$ cat src/rtl/bms_pkg.sv
// constants for the battery monitor and supervisor timing block
// assumes comparator outputs as logic levels, one 125 MHz clock
package bms_pkg;
	localparam longint unsigned CLK_HZ = 64'd125_000_000;
	localparam longint unsigned FLAG_TIMEOUT_MS = 64'd150;
	localparam longint unsigned SUPPLY_SHORT_MS = 64'd150;
	localparam longint unsigned SUPPLY_LONG_MS = 64'd1200;
	localparam longint unsigned MANUAL_PULSE_MS = 64'd150;
	localparam longint unsigned DEBOUNCE_MS = 64'd150;
	localparam longint unsigned MS_PER_S = 64'd1000;
	// least times round up to whole cycles
	localparam longint unsigned FLAG_TIMEOUT_CYC =
		(FLAG_TIMEOUT_MS * CLK_HZ + MS_PER_S - 1) / MS_PER_S;
	localparam longint unsigned SUPPLY_SHORT_CYC =
		(SUPPLY_SHORT_MS * CLK_HZ + MS_PER_S - 1) / MS_PER_S;
	localparam longint unsigned SUPPLY_LONG_CYC =
		(SUPPLY_LONG_MS * CLK_HZ + MS_PER_S - 1) / MS_PER_S;
	localparam longint unsigned MANUAL_PULSE_CYC =
		(MANUAL_PULSE_MS * CLK_HZ + MS_PER_S - 1) / MS_PER_S;
	localparam longint unsigned DEBOUNCE_CYC =
		(DEBOUNCE_MS * CLK_HZ + MS_PER_S - 1) / MS_PER_S;
	localparam int TMR_W = 32;
	// synchroniser lanes
	localparam int SYNC_N = 4;
	localparam int IDX_LOW = 0;
	localparam int IDX_HIGH = 1;
	localparam int IDX_SUPPLY = 2;
	localparam int IDX_MANUAL = 3;
	// manual lane resets to its idle high level: a low value here
	// would read as a press and fire a pulse right after reset
	localparam logic [SYNC_N-1:0] SYNC_RST = 4'h8;
	localparam logic FLAG_IDLE_N = 1'b1;
	typedef enum logic {MR_ARMED, MR_HELD} bms_mr_e;
endpackage

$ cat src/rtl/bms_tmr_if.sv
// carrier between the timing logic and one timeout counter
// run is a level from the owner; done is the counter's answer
`timescale 1ns/10ps
interface bms_tmr_if;
	logic run;
	logic done;
	modport owner
	(
		output run,
		input done
	);
	modport timer
	(
		input run,
		output done
	);
endinterface

$ cat src/rtl/bms_timer.sv
// timeout counter: counts cycles while run holds, clears when it drops
// assumes run comes from logic on the same clock
`timescale 1ns/10ps
module bms_timer
	import bms_pkg::*;
#(
	parameter longint unsigned CYC = bms_pkg::FLAG_TIMEOUT_CYC
)
(
	input wire logic clk,
	input wire logic sys_rst,
	bms_tmr_if.timer tif
);
	localparam logic [TMR_W-1:0] LIMIT = CYC[TMR_W-1:0];
	logic [TMR_W-1:0] cnt_r;

	always_ff @(posedge clk or posedge sys_rst)
	begin
		if (sys_rst)
			cnt_r <= '0;
		else if (!tif.run)
			cnt_r <= '0;
		else if (cnt_r != LIMIT)
			cnt_r <= cnt_r + 1'b1;
	end

	// done stays up while run holds past the limit
	assign tif.done = tif.run && (cnt_r == LIMIT);
endmodule

$ cat src/rtl/bms_top.sv
// battery flag and processor reset timing, one clock
// assumes comparator levels are high when above trip and are asynchronous
`timescale 1ns/10ps
module bms_top
#(
	parameter bit DUAL_OUTPUT = 1'b1,
	parameter bit LONG_SUPPLY_TIMEOUT = 1'b0,
	parameter longint unsigned FLAG_CYC = bms_pkg::FLAG_TIMEOUT_CYC,
	parameter longint unsigned SUPPLY_CYC = LONG_SUPPLY_TIMEOUT ?
		bms_pkg::SUPPLY_LONG_CYC : bms_pkg::SUPPLY_SHORT_CYC,
	parameter longint unsigned PULSE_CYC = bms_pkg::MANUAL_PULSE_CYC,
	parameter longint unsigned DEBOUNCE_CYC = bms_pkg::DEBOUNCE_CYC
)
(
	input wire logic clk,
	input wire logic sys_rst,
	input wire logic low_threshold_input,
	input wire logic high_threshold_input,
	input wire logic supply_above_trip,
	input wire logic manual_reset_n,
	output logic low_battery_flag_n,
	output logic battery_weak_flag_n,
	output logic battery_empty_flag_n,
	output logic reset_n
);
	import bms_pkg::*;

	logic [SYNC_N-1:0] meta_r;
	logic [SYNC_N-1:0] sync_r;
	logic low_above;
	logic high_above;
	logic supply_ok;
	logic manual_high;
	logic empty_r;
	logic weak_r;
	logic single_r;
	logic supply_hold_r;
	logic pulse_r;
	bms_mr_e mr_state_r;
	bms_mr_e mr_state_nxt;
	logic mr_fire;

	bms_tmr_if empty_t ();
	bms_tmr_if weak_t ();
	bms_tmr_if single_t ();
	bms_tmr_if supply_t ();
	bms_tmr_if pulse_t ();
	bms_tmr_if deb_t ();

	genvar gi;
	generate
		for (gi = 0; gi < SYNC_N; gi++)
		begin : g_sync
			always_ff @(posedge clk or posedge sys_rst)
			begin
				if (sys_rst)
				begin
					meta_r[gi] <= SYNC_RST[gi];
					sync_r[gi] <= SYNC_RST[gi];
				end
				else
				begin
					meta_r[gi] <= gi == IDX_LOW ? low_threshold_input :
						gi == IDX_HIGH ? high_threshold_input :
						gi == IDX_SUPPLY ? supply_above_trip :
						manual_reset_n;
					sync_r[gi] <= meta_r[gi];
				end
			end
		end
	endgenerate

	assign low_above = sync_r[IDX_LOW];
	assign high_above = sync_r[IDX_HIGH];
	assign supply_ok = sync_r[IDX_SUPPLY];
	// idle-high input: a held-high line never fires
	assign manual_high = sync_r[IDX_MANUAL];

	// flags start asserted: inputs read low until synchronised, so the
	// release timeout is always served after reset
	// empty flag assert
	always_ff @(posedge clk or posedge sys_rst)
	begin
		if (sys_rst)
			empty_r <= 1'b1;
		else if (!low_above)
			empty_r <= 1'b1;
		else if (empty_t.done)
			empty_r <= 1'b0;
	end
	assign empty_t.run = empty_r && low_above;

	always_ff @(posedge clk or posedge sys_rst)
	begin
		if (sys_rst)
			weak_r <= 1'b1;
		else if (!high_above)
			weak_r <= 1'b1;
		else if (weak_t.done)
			weak_r <= 1'b0;
	end
	assign weak_t.run = weak_r && high_above && !empty_r;

	// single flag: low input sets, high input times release
	always_ff @(posedge clk or posedge sys_rst)
	begin
		if (sys_rst)
			single_r <= 1'b1;
		else if (!low_above)
			single_r <= 1'b1;
		else if (single_t.done)
			single_r <= 1'b0;
	end
	assign single_t.run = single_r && high_above;

	// unused variant's flag stays released
	always_ff @(posedge clk or posedge sys_rst)
	begin
		if (sys_rst)
		begin
			low_battery_flag_n <= FLAG_IDLE_N;
			battery_weak_flag_n <= FLAG_IDLE_N;
			battery_empty_flag_n <= FLAG_IDLE_N;
		end
		else
		begin
			low_battery_flag_n <= DUAL_OUTPUT ? FLAG_IDLE_N : !single_r;
			battery_weak_flag_n <= DUAL_OUTPUT ? !weak_r : FLAG_IDLE_N;
			battery_empty_flag_n <= DUAL_OUTPUT ? !empty_r : FLAG_IDLE_N;
		end
	end

	always_ff @(posedge clk or posedge sys_rst)
	begin
		if (sys_rst)
			supply_hold_r <= 1'b1;
		else if (!supply_ok)
			supply_hold_r <= 1'b1;
		else if (supply_t.done)
			supply_hold_r <= 1'b0;
	end
	assign supply_t.run = supply_hold_r && supply_ok;

	// manual reset: fire on a low level only while armed, then hold
	// until the line has stayed high a whole debounce period
	always_comb
	begin
		mr_state_nxt = mr_state_r;
		mr_fire = 1'b0;
		case (mr_state_r)
			MR_ARMED:
			begin
				if (!manual_high)
				begin
					mr_fire = 1'b1;
					mr_state_nxt = MR_HELD;
				end
			end
			MR_HELD:
			begin
				if (deb_t.done)
					mr_state_nxt = MR_ARMED;
			end
			default:
				mr_state_nxt = MR_ARMED;
		endcase
	end
	assign deb_t.run = (mr_state_r == MR_HELD) && manual_high;

	always_ff @(posedge clk or posedge sys_rst)
	begin
		if (sys_rst)
			mr_state_r <= MR_ARMED;
		else
			mr_state_r <= mr_state_nxt;
	end

	// fixed pulse, independent of how long the line stays low
	always_ff @(posedge clk or posedge sys_rst)
	begin
		if (sys_rst)
			pulse_r <= 1'b0;
		else if (mr_fire)
			pulse_r <= 1'b1;
		else if (pulse_t.done)
			pulse_r <= 1'b0;
	end
	assign pulse_t.run = pulse_r;

	always_ff @(posedge clk or posedge sys_rst)
	begin
		if (sys_rst)
			reset_n <= 1'b0;
		else
			reset_n <= !(supply_hold_r || pulse_r || mr_fire);
	end

	bms_timer #(.CYC(FLAG_CYC)) u_empty (.clk(clk), .sys_rst(sys_rst),
		.tif(empty_t));
	bms_timer #(.CYC(FLAG_CYC)) u_weak (.clk(clk), .sys_rst(sys_rst),
		.tif(weak_t));
	bms_timer #(.CYC(FLAG_CYC)) u_single (.clk(clk), .sys_rst(sys_rst),
		.tif(single_t));
	bms_timer #(.CYC(SUPPLY_CYC)) u_supply (.clk(clk), .sys_rst(sys_rst),
		.tif(supply_t));
	bms_timer #(.CYC(PULSE_CYC)) u_pulse (.clk(clk), .sys_rst(sys_rst),
		.tif(pulse_t));
	bms_timer #(.CYC(DEBOUNCE_CYC)) u_deb (.clk(clk), .sys_rst(sys_rst),
		.tif(deb_t));
endmodule

$ cat config.mk
export PLATFORM = sky130hd
export DESIGN_NAME = bms_top
export DESIGN_NICKNAME = d
export VERILOG_FILES = /design/src/rtl/bms_pkg.sv /design/src/rtl/bms_tmr_if.sv /design/src/rtl/bms_timer.sv /design/src/rtl/bms_top.sv
export SDC_FILE = /design/constraint.sdc
export NUM_CORES = 1
export LEC_CHECK = 0
export BUFFER_PORTS_ARGS = -buffer_cell sky130_fd_sc_hd__buf_2
export CORE_AREA = 2 2 150 115
export CTS_CLUSTER_DIAMETER = 120
export DETAILED_ROUTE_END_ITERATION = 7
export DIE_AREA = 0 0 152 117
export GPL_TIMING_DRIVEN = 0
export PLACE_DENSITY = 0.76
export SKIP_LAST_GASP = 1
export SLEW_MARGIN = 0
export SYNTH_ARGS = -nofsm -noshare
export SYNTH_HDL_FRONTEND = slang
export SYNTH_HIERARCHICAL = 1
export SYNTH_SLANG_ARGS = --single-unit
$ cat constraint.sdc
create_clock -name clk -period 4.75 [get_ports clk]
set_clock_uncertainty 0.2 [all_clocks]
set_input_delay 0.2375 -clock clk [delete_from_list [all_inputs] [get_ports clk]]
set_output_delay 0.2375 -clock clk [all_outputs]
set_load 0.02 [all_outputs]
After elaboration in Yosys (flattened, before gate mapping) --
Index checks and enable logic that the tools add are counted.
Word-level totals: flip-flop bits (word level) 176, input port bits 6, output and inout bits 4, logic and storage cells 83
Operators by class: $add $sub $neg 5, eq/ne operators 18, multiplexer cells 22, bitwise gates (word level) 1, reductions and logical operators 16
Operators by type and width (count):
- two-way mux 32 bit | 10
- adder 32 x 1 -> 32 bit, second input constant | 5
- == test 32 x 25 -> 1 bit, second input constant | 5
- inequality test 32 x 25 -> 1 bit, second input constant | 5
- two-way mux 1 bit | 11
- logical AND 1 bit | 10
- inequality test 2 x 1 -> 1 bit, second input constant | 4
- inequality test 2 bit, second input constant | 4
- logical NOT 1 bit | 3
- logical OR 1 bit | 2
- case mux 1 bit (2 select lines) | 1
- nonzero test 2 bit | 1
- inverter 1 bit | 1

Depth between registers and ports, before layout --
Gate-level depths: netlist (run 1).
word-level depth 5, mapped depth 7, gate-level depth less buffers 6

Modules after synthesis --
Netlist (run 1), hierarchy kept.
By module, submodules not included:
- bms_timer | instances 5, cells an instance 197, area an instance 1824.2 um2, sequential area each 800.8 um2
- bms_top | instances 1, cells an instance 34, area an instance 510.5 um2, sequential area each 409.1 um2

Least setup slack after synthesis (run 1) --
Ideal clock, no wire load.
path type flip-flop to flip-flop, start point reg u_deb.cnt_r[0], end point reg mr_state_r, library setup time 128 ps, arrival 1746 ps, required time 4422 ps, setup slack 2676 ps, cell stages (with the launch flop) 7, buffers on the path 0, period minus slack after synthesis 2074 ps, path through dfrtp_1 > inv_1 > ha_1 > or3b_2 > or4_4 > nor3_1 > mux2i_1
On the way: cells in the longest elaborated chain, start to end 4
RTL lines:
- start: declaration | RTL line bms_timer.sv:15 | logic [TMR_W-1:0] cnt_r;
- start signal: assignment | RTL line bms_timer.sv:24 | cnt_r <= cnt_r + 1'b1;
- == test 32 x 25 -> 1 bit | RTL line bms_timer.sv:28 | assign tif.done = tif.run && (cnt_r == LIMIT);
- logical AND 1 bit | RTL line bms_timer.sv:28
- via deb_t.done | RTL line bms_tmr_if.sv:6 | logic done;
- two-way mux 1 bit | RTL line bms_top.sv:161 | if (deb_t.done)
- case mux 1 bit (2 select lines) | RTL line bms_top.sv:150 | case (mr_state_r)
- via mr_state_nxt | RTL line bms_top.sv:40 | bms_mr_e mr_state_nxt;
- end signal: assignment | RTL line bms_top.sv:175 | mr_state_r <= mr_state_nxt;
- end: declaration | RTL line bms_top.sv:39 | bms_mr_e mr_state_r;
The timed path passes the listed nets, and every way through them passes these cells. A chain may end at the register's enable or synchronous reset.

Worst setup path in the final report (run 1) --
start point reg u_supply.cnt_r[1], end point reg u_supply.cnt_r[26]
On the way: cells in the longest elaborated chain, start to end 3, elaborated cells on any way between the ends 5, classes of those cells 1 x add/sub; 2 x eq/ne; 2 x mux
RTL lines:
- start: declaration | RTL line bms_timer.sv:15
- start signal: assignment | RTL line bms_timer.sv:24
- adder 32 x 1 -> 32 bit | RTL line bms_timer.sv:24
- two-way mux 32 bit | RTL line bms_timer.sv:23 | else if (cnt_r != LIMIT)
- two-way mux 32 bit | RTL line bms_timer.sv:21 | else if (!tif.run)
Several ways; a longest one is shown, not always the timed one. The select of a mux whose other input is x is not followed.

==> flow_metrics.tcl, run 1 <==
set metrics [dict create \
    grt_max_degree 33 \
    first_global_vias 7442 \
    r2r_setup_slack_ns 2.37 \
    hpwlAfterDp_mm 15.1 \
    layout_cells_sized_above_1_pct 10.8 \
    dominantRegCellSynth "dfrtp_1" \
    rows 41 \
    tritoncts "yes" \
    cp_required_ns 4.89 \
    cts_max_path_buffers 2 \
    die_h_um 117 \
    antenna_found_initial 0 \
    worst_skew_pair.late_latency_ns 0.43 \
    vdd.ir_drop.worst_v 0.000224 \
    shortest_clock_period_the_worst_path_allows_after_layout_ns 2.38 \
    mappedNetlistNets 1035 \
    status "completed" \
    power_density_nw_per_um2 288 \
    cts_root_buffer "clkbuf_16" \
    floorplan.initialDensity_pct 58.5 \
    slew_headroom_pct 51.5 \
    via_per_inst 6.40 \
    crit-reg2reg-capture "u_supply/cnt_r[26]" \
    final_layout_net_count 1071 \
    totalPowerFinal_w 0.00308 \
    accumulated_negative_setup_slack_ns 0 \
    global_route_total_overflow 0 \
    cp_data_arrival_time_ns 2.51 \
    yosysWarnings 6 \
    drt-total-wl_mm 22.4 \
    layout-area-overhead-vs-synth_pct 11.1 \
    cp_num_buf_inv 1 \
    final_max_slew_viol_count 0 \
    hold_path_class "register to register" \
    postSynthCellCount 1019 \
    layout_worst_path_cycle_share_pct 50.0 \
    path_delay_family "simple AND/OR/NAND/NOR gates" \
    dieArea_um2 17800 \
    io-pin-count 10 \
    ys_types 42 \
    cts_max_level 4 \
    drt.antenna.violating_nets 0 \
    clk_pin_slew_ns 0.06 \
    synth_edf_count 0 \
    fp.coreArea_um2 16500 \
    synth_area_um2 9630 \
    sequential_fraction_of_the_synthesis_area_pct 45.8 \
    final_design_area_no_fill_um2 10700 \
    cts_post_setup_buffers_inserted 0 \
    cp_cell_sequence "ha_1 -> and3_2 -> buf_4 -> nand3_1 -> or4_1 -> a21oi_1" \
    placer_s_final_routability_congestion_estimate 0.833 \
    hold_ws_ns 0.149 \
    synth_async_sr_flop_share_pct 100 \
    power.static_leakage_nw 4.26 \
    antennaDiodeCount 0 \
    post_layout_nonfiller_instances 1283 \
    critical_path.startpoint_type "register" \
    detailed_place.area_um2 9940 \
    critPathSlowestCell "or4_1" \
    fillerInstances 1341 \
    endpoint_kind "register" \
    reg2regPathDepth 6 \
    drc_violations_left 0 \
    rsz_0062_raised_after_global_routing "false" \
    regToRegStartpoint "u_supply/cnt_r[1]" \
    slowest_delay_ns 0.57 \
    numPlacedInstances 1242 \
    synth.ff_latch_count 176 \
    slew_worst_pin_ns 0.727 \
    grt.total_usage_pct 25.5 \
    worstSetupEndpoint "u_supply/cnt_r[26]" \
    route.vias.total 8216 \
    timing_hold_violations_final 0 \
    drt_pass1_iterations 5 \
    total_setup_violations_reported_at_the_end_of_the_flow 0 \
    syn_avg_cell_area_um2 9.45 \
    worst-path-stages 6 \
    place.port_buffers 8 \
    crit_fanout 10 \
    avgRoutedWirePerCell_um 17.4 \
    grt_pass1_wl_mm 37.2 \
    cts.sink_count 176 \
    max_capacitance_violation_count 0 \
    fmax_ghz 0.421 \
    path_class "register to register" \
    tritoncts.num_buffers 17 \
    worst_setup_path_startpoint "u_supply/cnt_r[1]" \
    drt_first_iter_violations 862 \
    die-width_um 152 \
]
==> worst reg2reg max path, stage by stage (launching register included) <==
cell and delay [ns]:
dfrtp_1 0.40, ha_1 0.24, and3_2 0.19, buf_4 0.16
nand3_1 0.32, or4_1 0.57, a21oi_1 0.21
==> cells by family (layout without fill, tap and decap cells) <==
group | count (synthesis) | count (layout) | synth area share, %
xor gates and xnor gates | 45 | 45 | 4.09
adders and majority gates | 10 | 10 | 1.30
buffers and inverters | 96 | 145 | 4.69
muxes | 1 | 1 | 0.104
and+or+nand+nor | 461 | 461 | 30.1
other | 1 | 1 | 0.0389
AOI/OAI and AO/OA | 229 | 229 | 13.9
DFF | 176 | 176 | 45.8
==> synthesized netlist by cell type (5+ instances only) <==
cell      count  area [um2]
or2b_1        5        37.5
nor4_1       10        62.6
and2b_2       5        43.8
and4_4        5        56.3
and4_1       25         219
o31ai_1      70         526
buf_6         5        56.3
dfrtp_1     169        4230
and2_1       17         106
nor4b_1      10        87.6
nand2_1      55         206
o21ai_0      26         130
nor3_1        5        25.0
o211ai_1      5        37.5
and3_2        5        37.5
nand4_4       5         106
clkbuf_2      5        25.0
xor2_1       40         350
xnor2_1       5        43.8
or4_4        10         113
buf_4        11        82.6
nand2b_1      5        31.3
nand3_1      75         375
and3_1       21         131
dfstp_2       7         184
or4_1        70         526
nor2_1       46         173
clkbuf_1     30         113
a21oi_1     110         551
o21ai_1      17        85.1
or3_1        30         188
or3b_2        5        43.8
nand4_1      50         313
ha_1         10         125
inv_1        39         146
buf_2         5        25.0
==> layout make-up <==
cell class,instances,area [um2],share of cell area (%)
Multi-Input combinational cell,747,4770,44.6
Sequential cell,176,4410,41.2
Clock buffer,18,429,4.01
Buffer,56,302,2.82
Tap cell,215,269,2.51
Clock inverter,14,191,1.79
Timing Repair Buffer,17,178,1.66
Inverter,40,150,1.40
==> cells in the final DEF (no fill, tap or decap), drive strengths merged <==
cell type	n
dfrtp	169
a21oi	110
or4	80
nand3	75
o31ai	70
nand2	55
nand4	55
clkbuf	53
nor2	46
o21ai	43
xor2	40
inv	37
buf	33
or3	30
and4	30
and3	26
and2	18
clkinv	12
nor4b	10
nor4	10
ha	10
dfstp	7
nor3	6
dlygate4sd3	5
or3b	5
and2b	5
or2b	5
xnor2	5
nand2b	5
o211ai	5
bufinv	4
mux2i	1
o22ai	1
conb	1
clkinvlp	1
==> state kept, by name, indices dropped and copies added, names as in the netlist, 4 cells and up <==
register / count
u_supply/cnt_r: 32
meta_r: 4
u_weak/cnt_r: 32
u_empty/cnt_r: 32
u_deb/cnt_r: 32
u_pulse/cnt_r: 32
==> routing by layer <==
| layer | global-route usage [%] | vias to the layer above | part of all wire, % |
|---|---|---|---|
| met3 | 5.56 | 21 | 5.9 |
| met5 | 0 | - | 0 |
| met2 | 37.1 | 260 | 44 |
| li1 | - | 3926 | - |
| met1 | 38.9 | 4009 | 49 |
| met4 | 6.67 | 0 | 0.76 |
==> power by group <==
group          switching, W  internal [W]
Combinational     0.0000620     0.0000294
Sequential        0.0000102       0.00151
Clock              0.000590      0.000881
==> timing repair <==
item,in CTS,in global routing
hold buffers,5,0
resized for setup,0,0
endpoints found under the hold margin,13,0
endpoints found under the setup margin,0,0
==> stage by stage <==
stage	utilization [%]	setup slack [ns]
finish	65.0	2.37
global route	65.0	2.29
CTS	64.4	2.42
detailed placement	60.4	2.48
global placement	60.4	2.52
floorplan	-	2.68
==> worst min-delay path by stage <==
| stage | endpoint | start | cells after the start | slack [ns] |
|---|---|---|---|---|
| 6_report | supply_ok | meta_r[2] | 0 | 0.15 |
| 5_1_grt | manual_high | meta_r[3] | 0 | 0.16 |
| 4_1_cts | supply_ok | meta_r[2] | 0 | 0.15 |
| 3_5_place_dp | high_above | meta_r[1] | 0 | 0.13 |
| 3_3_place_gp | high_above | meta_r[1] | 0 | 0.13 |
| 2_1_floorplan | high_above | sys_rst | 1 | -0.05 |
Note: power is estimated with default switching activity, not from simulation.
==> run 2: changes to the inputs <==
--- a/config.mk
+++ b/config.mk
@@ -6,12 +6,12 @@
 export NUM_CORES = 1
 export LEC_CHECK = 0
 export BUFFER_PORTS_ARGS = -buffer_cell sky130_fd_sc_hd__buf_2
-export CORE_AREA = 2 2 150 115
+export CORE_AREA = 2 2 152 117
 export CTS_CLUSTER_DIAMETER = 120
 export DETAILED_ROUTE_END_ITERATION = 7
-export DIE_AREA = 0 0 152 117
+export DIE_AREA = 0 0 154 119
 export GPL_TIMING_DRIVEN = 0
-export PLACE_DENSITY = 0.76
+export PLACE_DENSITY = 0.77
 export SKIP_LAST_GASP = 1
 export SLEW_MARGIN = 0
 export SYNTH_ARGS = -nofsm -noshare
==> constraint.sdc (replaced) <==
create_clock -name clk -period 2.1 [get_ports clk]
set_clock_uncertainty 0.2 [all_clocks]
set_input_delay 0.105 -clock clk [delete_from_list [all_inputs] [get_ports clk]]
set_output_delay 0.105 -clock clk [all_outputs]
set_load 0.02 [all_outputs]
==> run 2 against run 1 <==
- routed wire length up 16%
- die area up 3.0%
- sequential share of layout area down 3.6 points
- the flow now finishes with violations (setup timing)
- cell area up 10%
- largest cell class unchanged
==> flow_metrics.tcl, run 2 (synthesis gave the netlist of run 1 again) <==
set metrics [dict create \
    cts_max_path_buffers 2 \
    path_delay_family "simple AND/OR/NAND/NOR gates" \
    crit_fanout 8 \
    tritoncts.num_buffers 17 \
    cts_max_level 4 \
    rows 42 \
    first_global_vias 7961 \
    die_h_um 119 \
    violations "setup timing" \
    rsz_0062_raised_after_global_routing "true" \
    total_setup_violations_reported_at_the_end_of_the_flow 18 \
    shortest_clock_period_the_worst_path_allows_after_layout_ns 2.20 \
    dieArea_um2 18300 \
    global_route_total_overflow 0 \
    placer_s_final_routability_congestion_estimate 0.862 \
    drt_pass1_iterations 6 \
    final_design_area_no_fill_um2 11800 \
    final_common_cell "dfrtp_1" \
    hold_ws_ns 0.00473 \
    hold_path_class "input pin to asynchronous set/reset pin" \
    power.static_leakage_nw 4.63 \
    area_of_combinational_cells_with_multiple_inputs_um2 5310 \
    endpoint_kind "register" \
    layout_worst_path_cycle_share_pct 105 \
    slew_headroom_pct 52.0 \
    timing_hold_violations_final 0 \
    drt.antenna.violating_nets 0 \
    final_layout_net_count 1128 \
    fmax_ghz 0.454 \
    critPathSlowestCell "nor4b_1" \
    cts_root_buffer "clkbuf_16" \
    cts.sink_count 176 \
    finalWorstSetupSlack_ns -0.103 \
    cp_num_buf_inv 1 \
    avgRoutedWirePerCell_um 19.2 \
    grt_max_degree 33 \
    via_per_inst 6.65 \
    drt-total-wl_mm 25.9 \
    status "finished, violations left" \
    tritoncts "yes" \
    cp_cell_sequence "nor4b_1 -> nand4_1 -> buf_4 -> o21ai_2 -> a21oi_2" \
    drc_violations_left 0 \
    hpwlAfterDp_mm 15.1 \
    sequential_cell_area_um2 4440 \
    worst_skew_pair.late_latency_ns 0.43 \
    slew_worst_pin_ns 0.716 \
    layout_cells_sized_above_1_pct 26.8 \
    cp_required_ns 2.18 \
    fillerInstances 1201 \
    antenna_found_initial 0 \
    layout-area-overhead-vs-synth_pct 22.6 \
    drt_first_iter_violations 835 \
    place.port_buffers 8 \
    highest_count_cells_in_the_layout_ignoring_fill_and_taps "147 x dfrtp_1, 97 x a21oi_1, 68 x buf_4, 65 x nand3_1, 59 x or4_1" \
    slowest_delay_ns 0.63 \
    power_density_nw_per_um2 594 \
    max_capacitance_violation_count 0 \
    detailed_place.area_um2 9950 \
    die-width_um 154 \
    fp.coreArea_um2 17100 \
    floorplan.initialDensity_pct 56.4 \
    final_max_slew_viol_count 0 \
    critical_path.startpoint_type "register" \
    cp_data_arrival_time_ns 2.28 \
    grt_pass1_wl_mm 38.6 \
    path_class "register to register" \
    grt.total_usage_pct 25.7 \
    clk_pin_slew_ns 0.06 \
    route.vias.total 8948 \
    io-pin-count 10 \
    vdd.ir_drop.worst_v 0.000472 \
]
run 2: changes by cell type in the layout (fill, tap and decap cells not counted), sizes merged:
| cell | previous run | this run |
|---|---|---|
| buf | 33 | 100 |
| bufinv | 4 | 3 |
| clkbuf | 53 | 44 |
| clkinv | 12 | 7 |
| clkinvlp | 1 | 3 |
| diode | 0 | 1 |
| inv | 37 | 36 |
| nand3 | 75 | 78 |
| nand4 | 55 | 56 |
run 2: report_power, final:
group	internal, W	switching [W]	total (W)
clock network	0.00197	0.00133	0.00330
logic	0.000110	0.000172	0.000282
registers	0.00341	0.0000200	0.00343
run 2: worst reg2reg max path: cells and delay by family (launching register included):
kind / cells / cell delay [ns]
and+or+nand+nor: 2 / 0.85
AOI/OAI and AO/OA: 2 / 0.27
DFF: 1 / 0.50
buffers and inverters: 1 / 0.23
run 2: path summary, 6_finish.rpt:
kind / start / end / slack, ns / depth (start not counted)
worst max-delay path: u_weak/cnt_r[13] / u_weak/cnt_r[2] / -0.10 / 5
worst min-delay path: sys_rst / u_empty/cnt_r[19] / 0.005 / 3
worst max register to register: u_weak/cnt_r[13] / u_weak/cnt_r[2] / -0.10 / 5
worst min register to register: meta_r[3] / manual_high / 0.16 / 0
max in group asynchronous: sys_rst / u_weak/cnt_r[21] / 1.09 / 4
min in group clk: manual_reset_n / meta_r[3] / 0.12 / 2
run 2: layout make-up:
cell class / instances / share of cell area [%]
multi-input cells: 751 / 45.0
flip-flops and latches: 176 / 37.6
repair buffers: 79 / 5.85
clock buffers: 23 / 4.05
plain buffers: 47 / 2.78
well taps: 220 / 2.33
inverters: 40 / 1.27
clock inverters: 9 / 1.11
diodes: 1 / 0.0212
run 2: per-stage QoR:
stage | worst slack (ns) | util [%] | power, W | TNS [ns] | std cells
2_1_floorplan | 0.0260 | - | 0.00362 | 0 | 1019
4_1_cts | -0.0575 | 64.1 | 0.00700 | -0.643 | 1305
5_1_grt | -0.133 | 69.1 | 0.00722 | -1.82 | 1345
3_3_place_gp | -0.189 | 58.2 | 0.00367 | -2.14 | 1247
6_report | -0.103 | 69.1 | 0.00701 | -0.904 | 1346
3_5_place_dp | -0.205 | 58.2 | 0.00368 | -4.19 | 1247
run 2: what timing repair did:
action / 4_1_cts / 5_1_grt
resized for setup: 44 / 137
hold buffers: 5 / 0
endpoints found under the hold margin: 180 / 0
gates cloned: 0 / 4
endpoints found under the setup margin: 51 / 97
pin swaps: 15 / 27
setup buffers: 23 / 38
run 2: per-layer routing:
layer	GRT usage [%]	vias to the layer above	wire length, um
li1	-	4064	-
met1	38.6	4475	11500
met2	38.3	366	12200
met3	4.84	43	1830
met4	6.89	0	350
met5	0	-	0
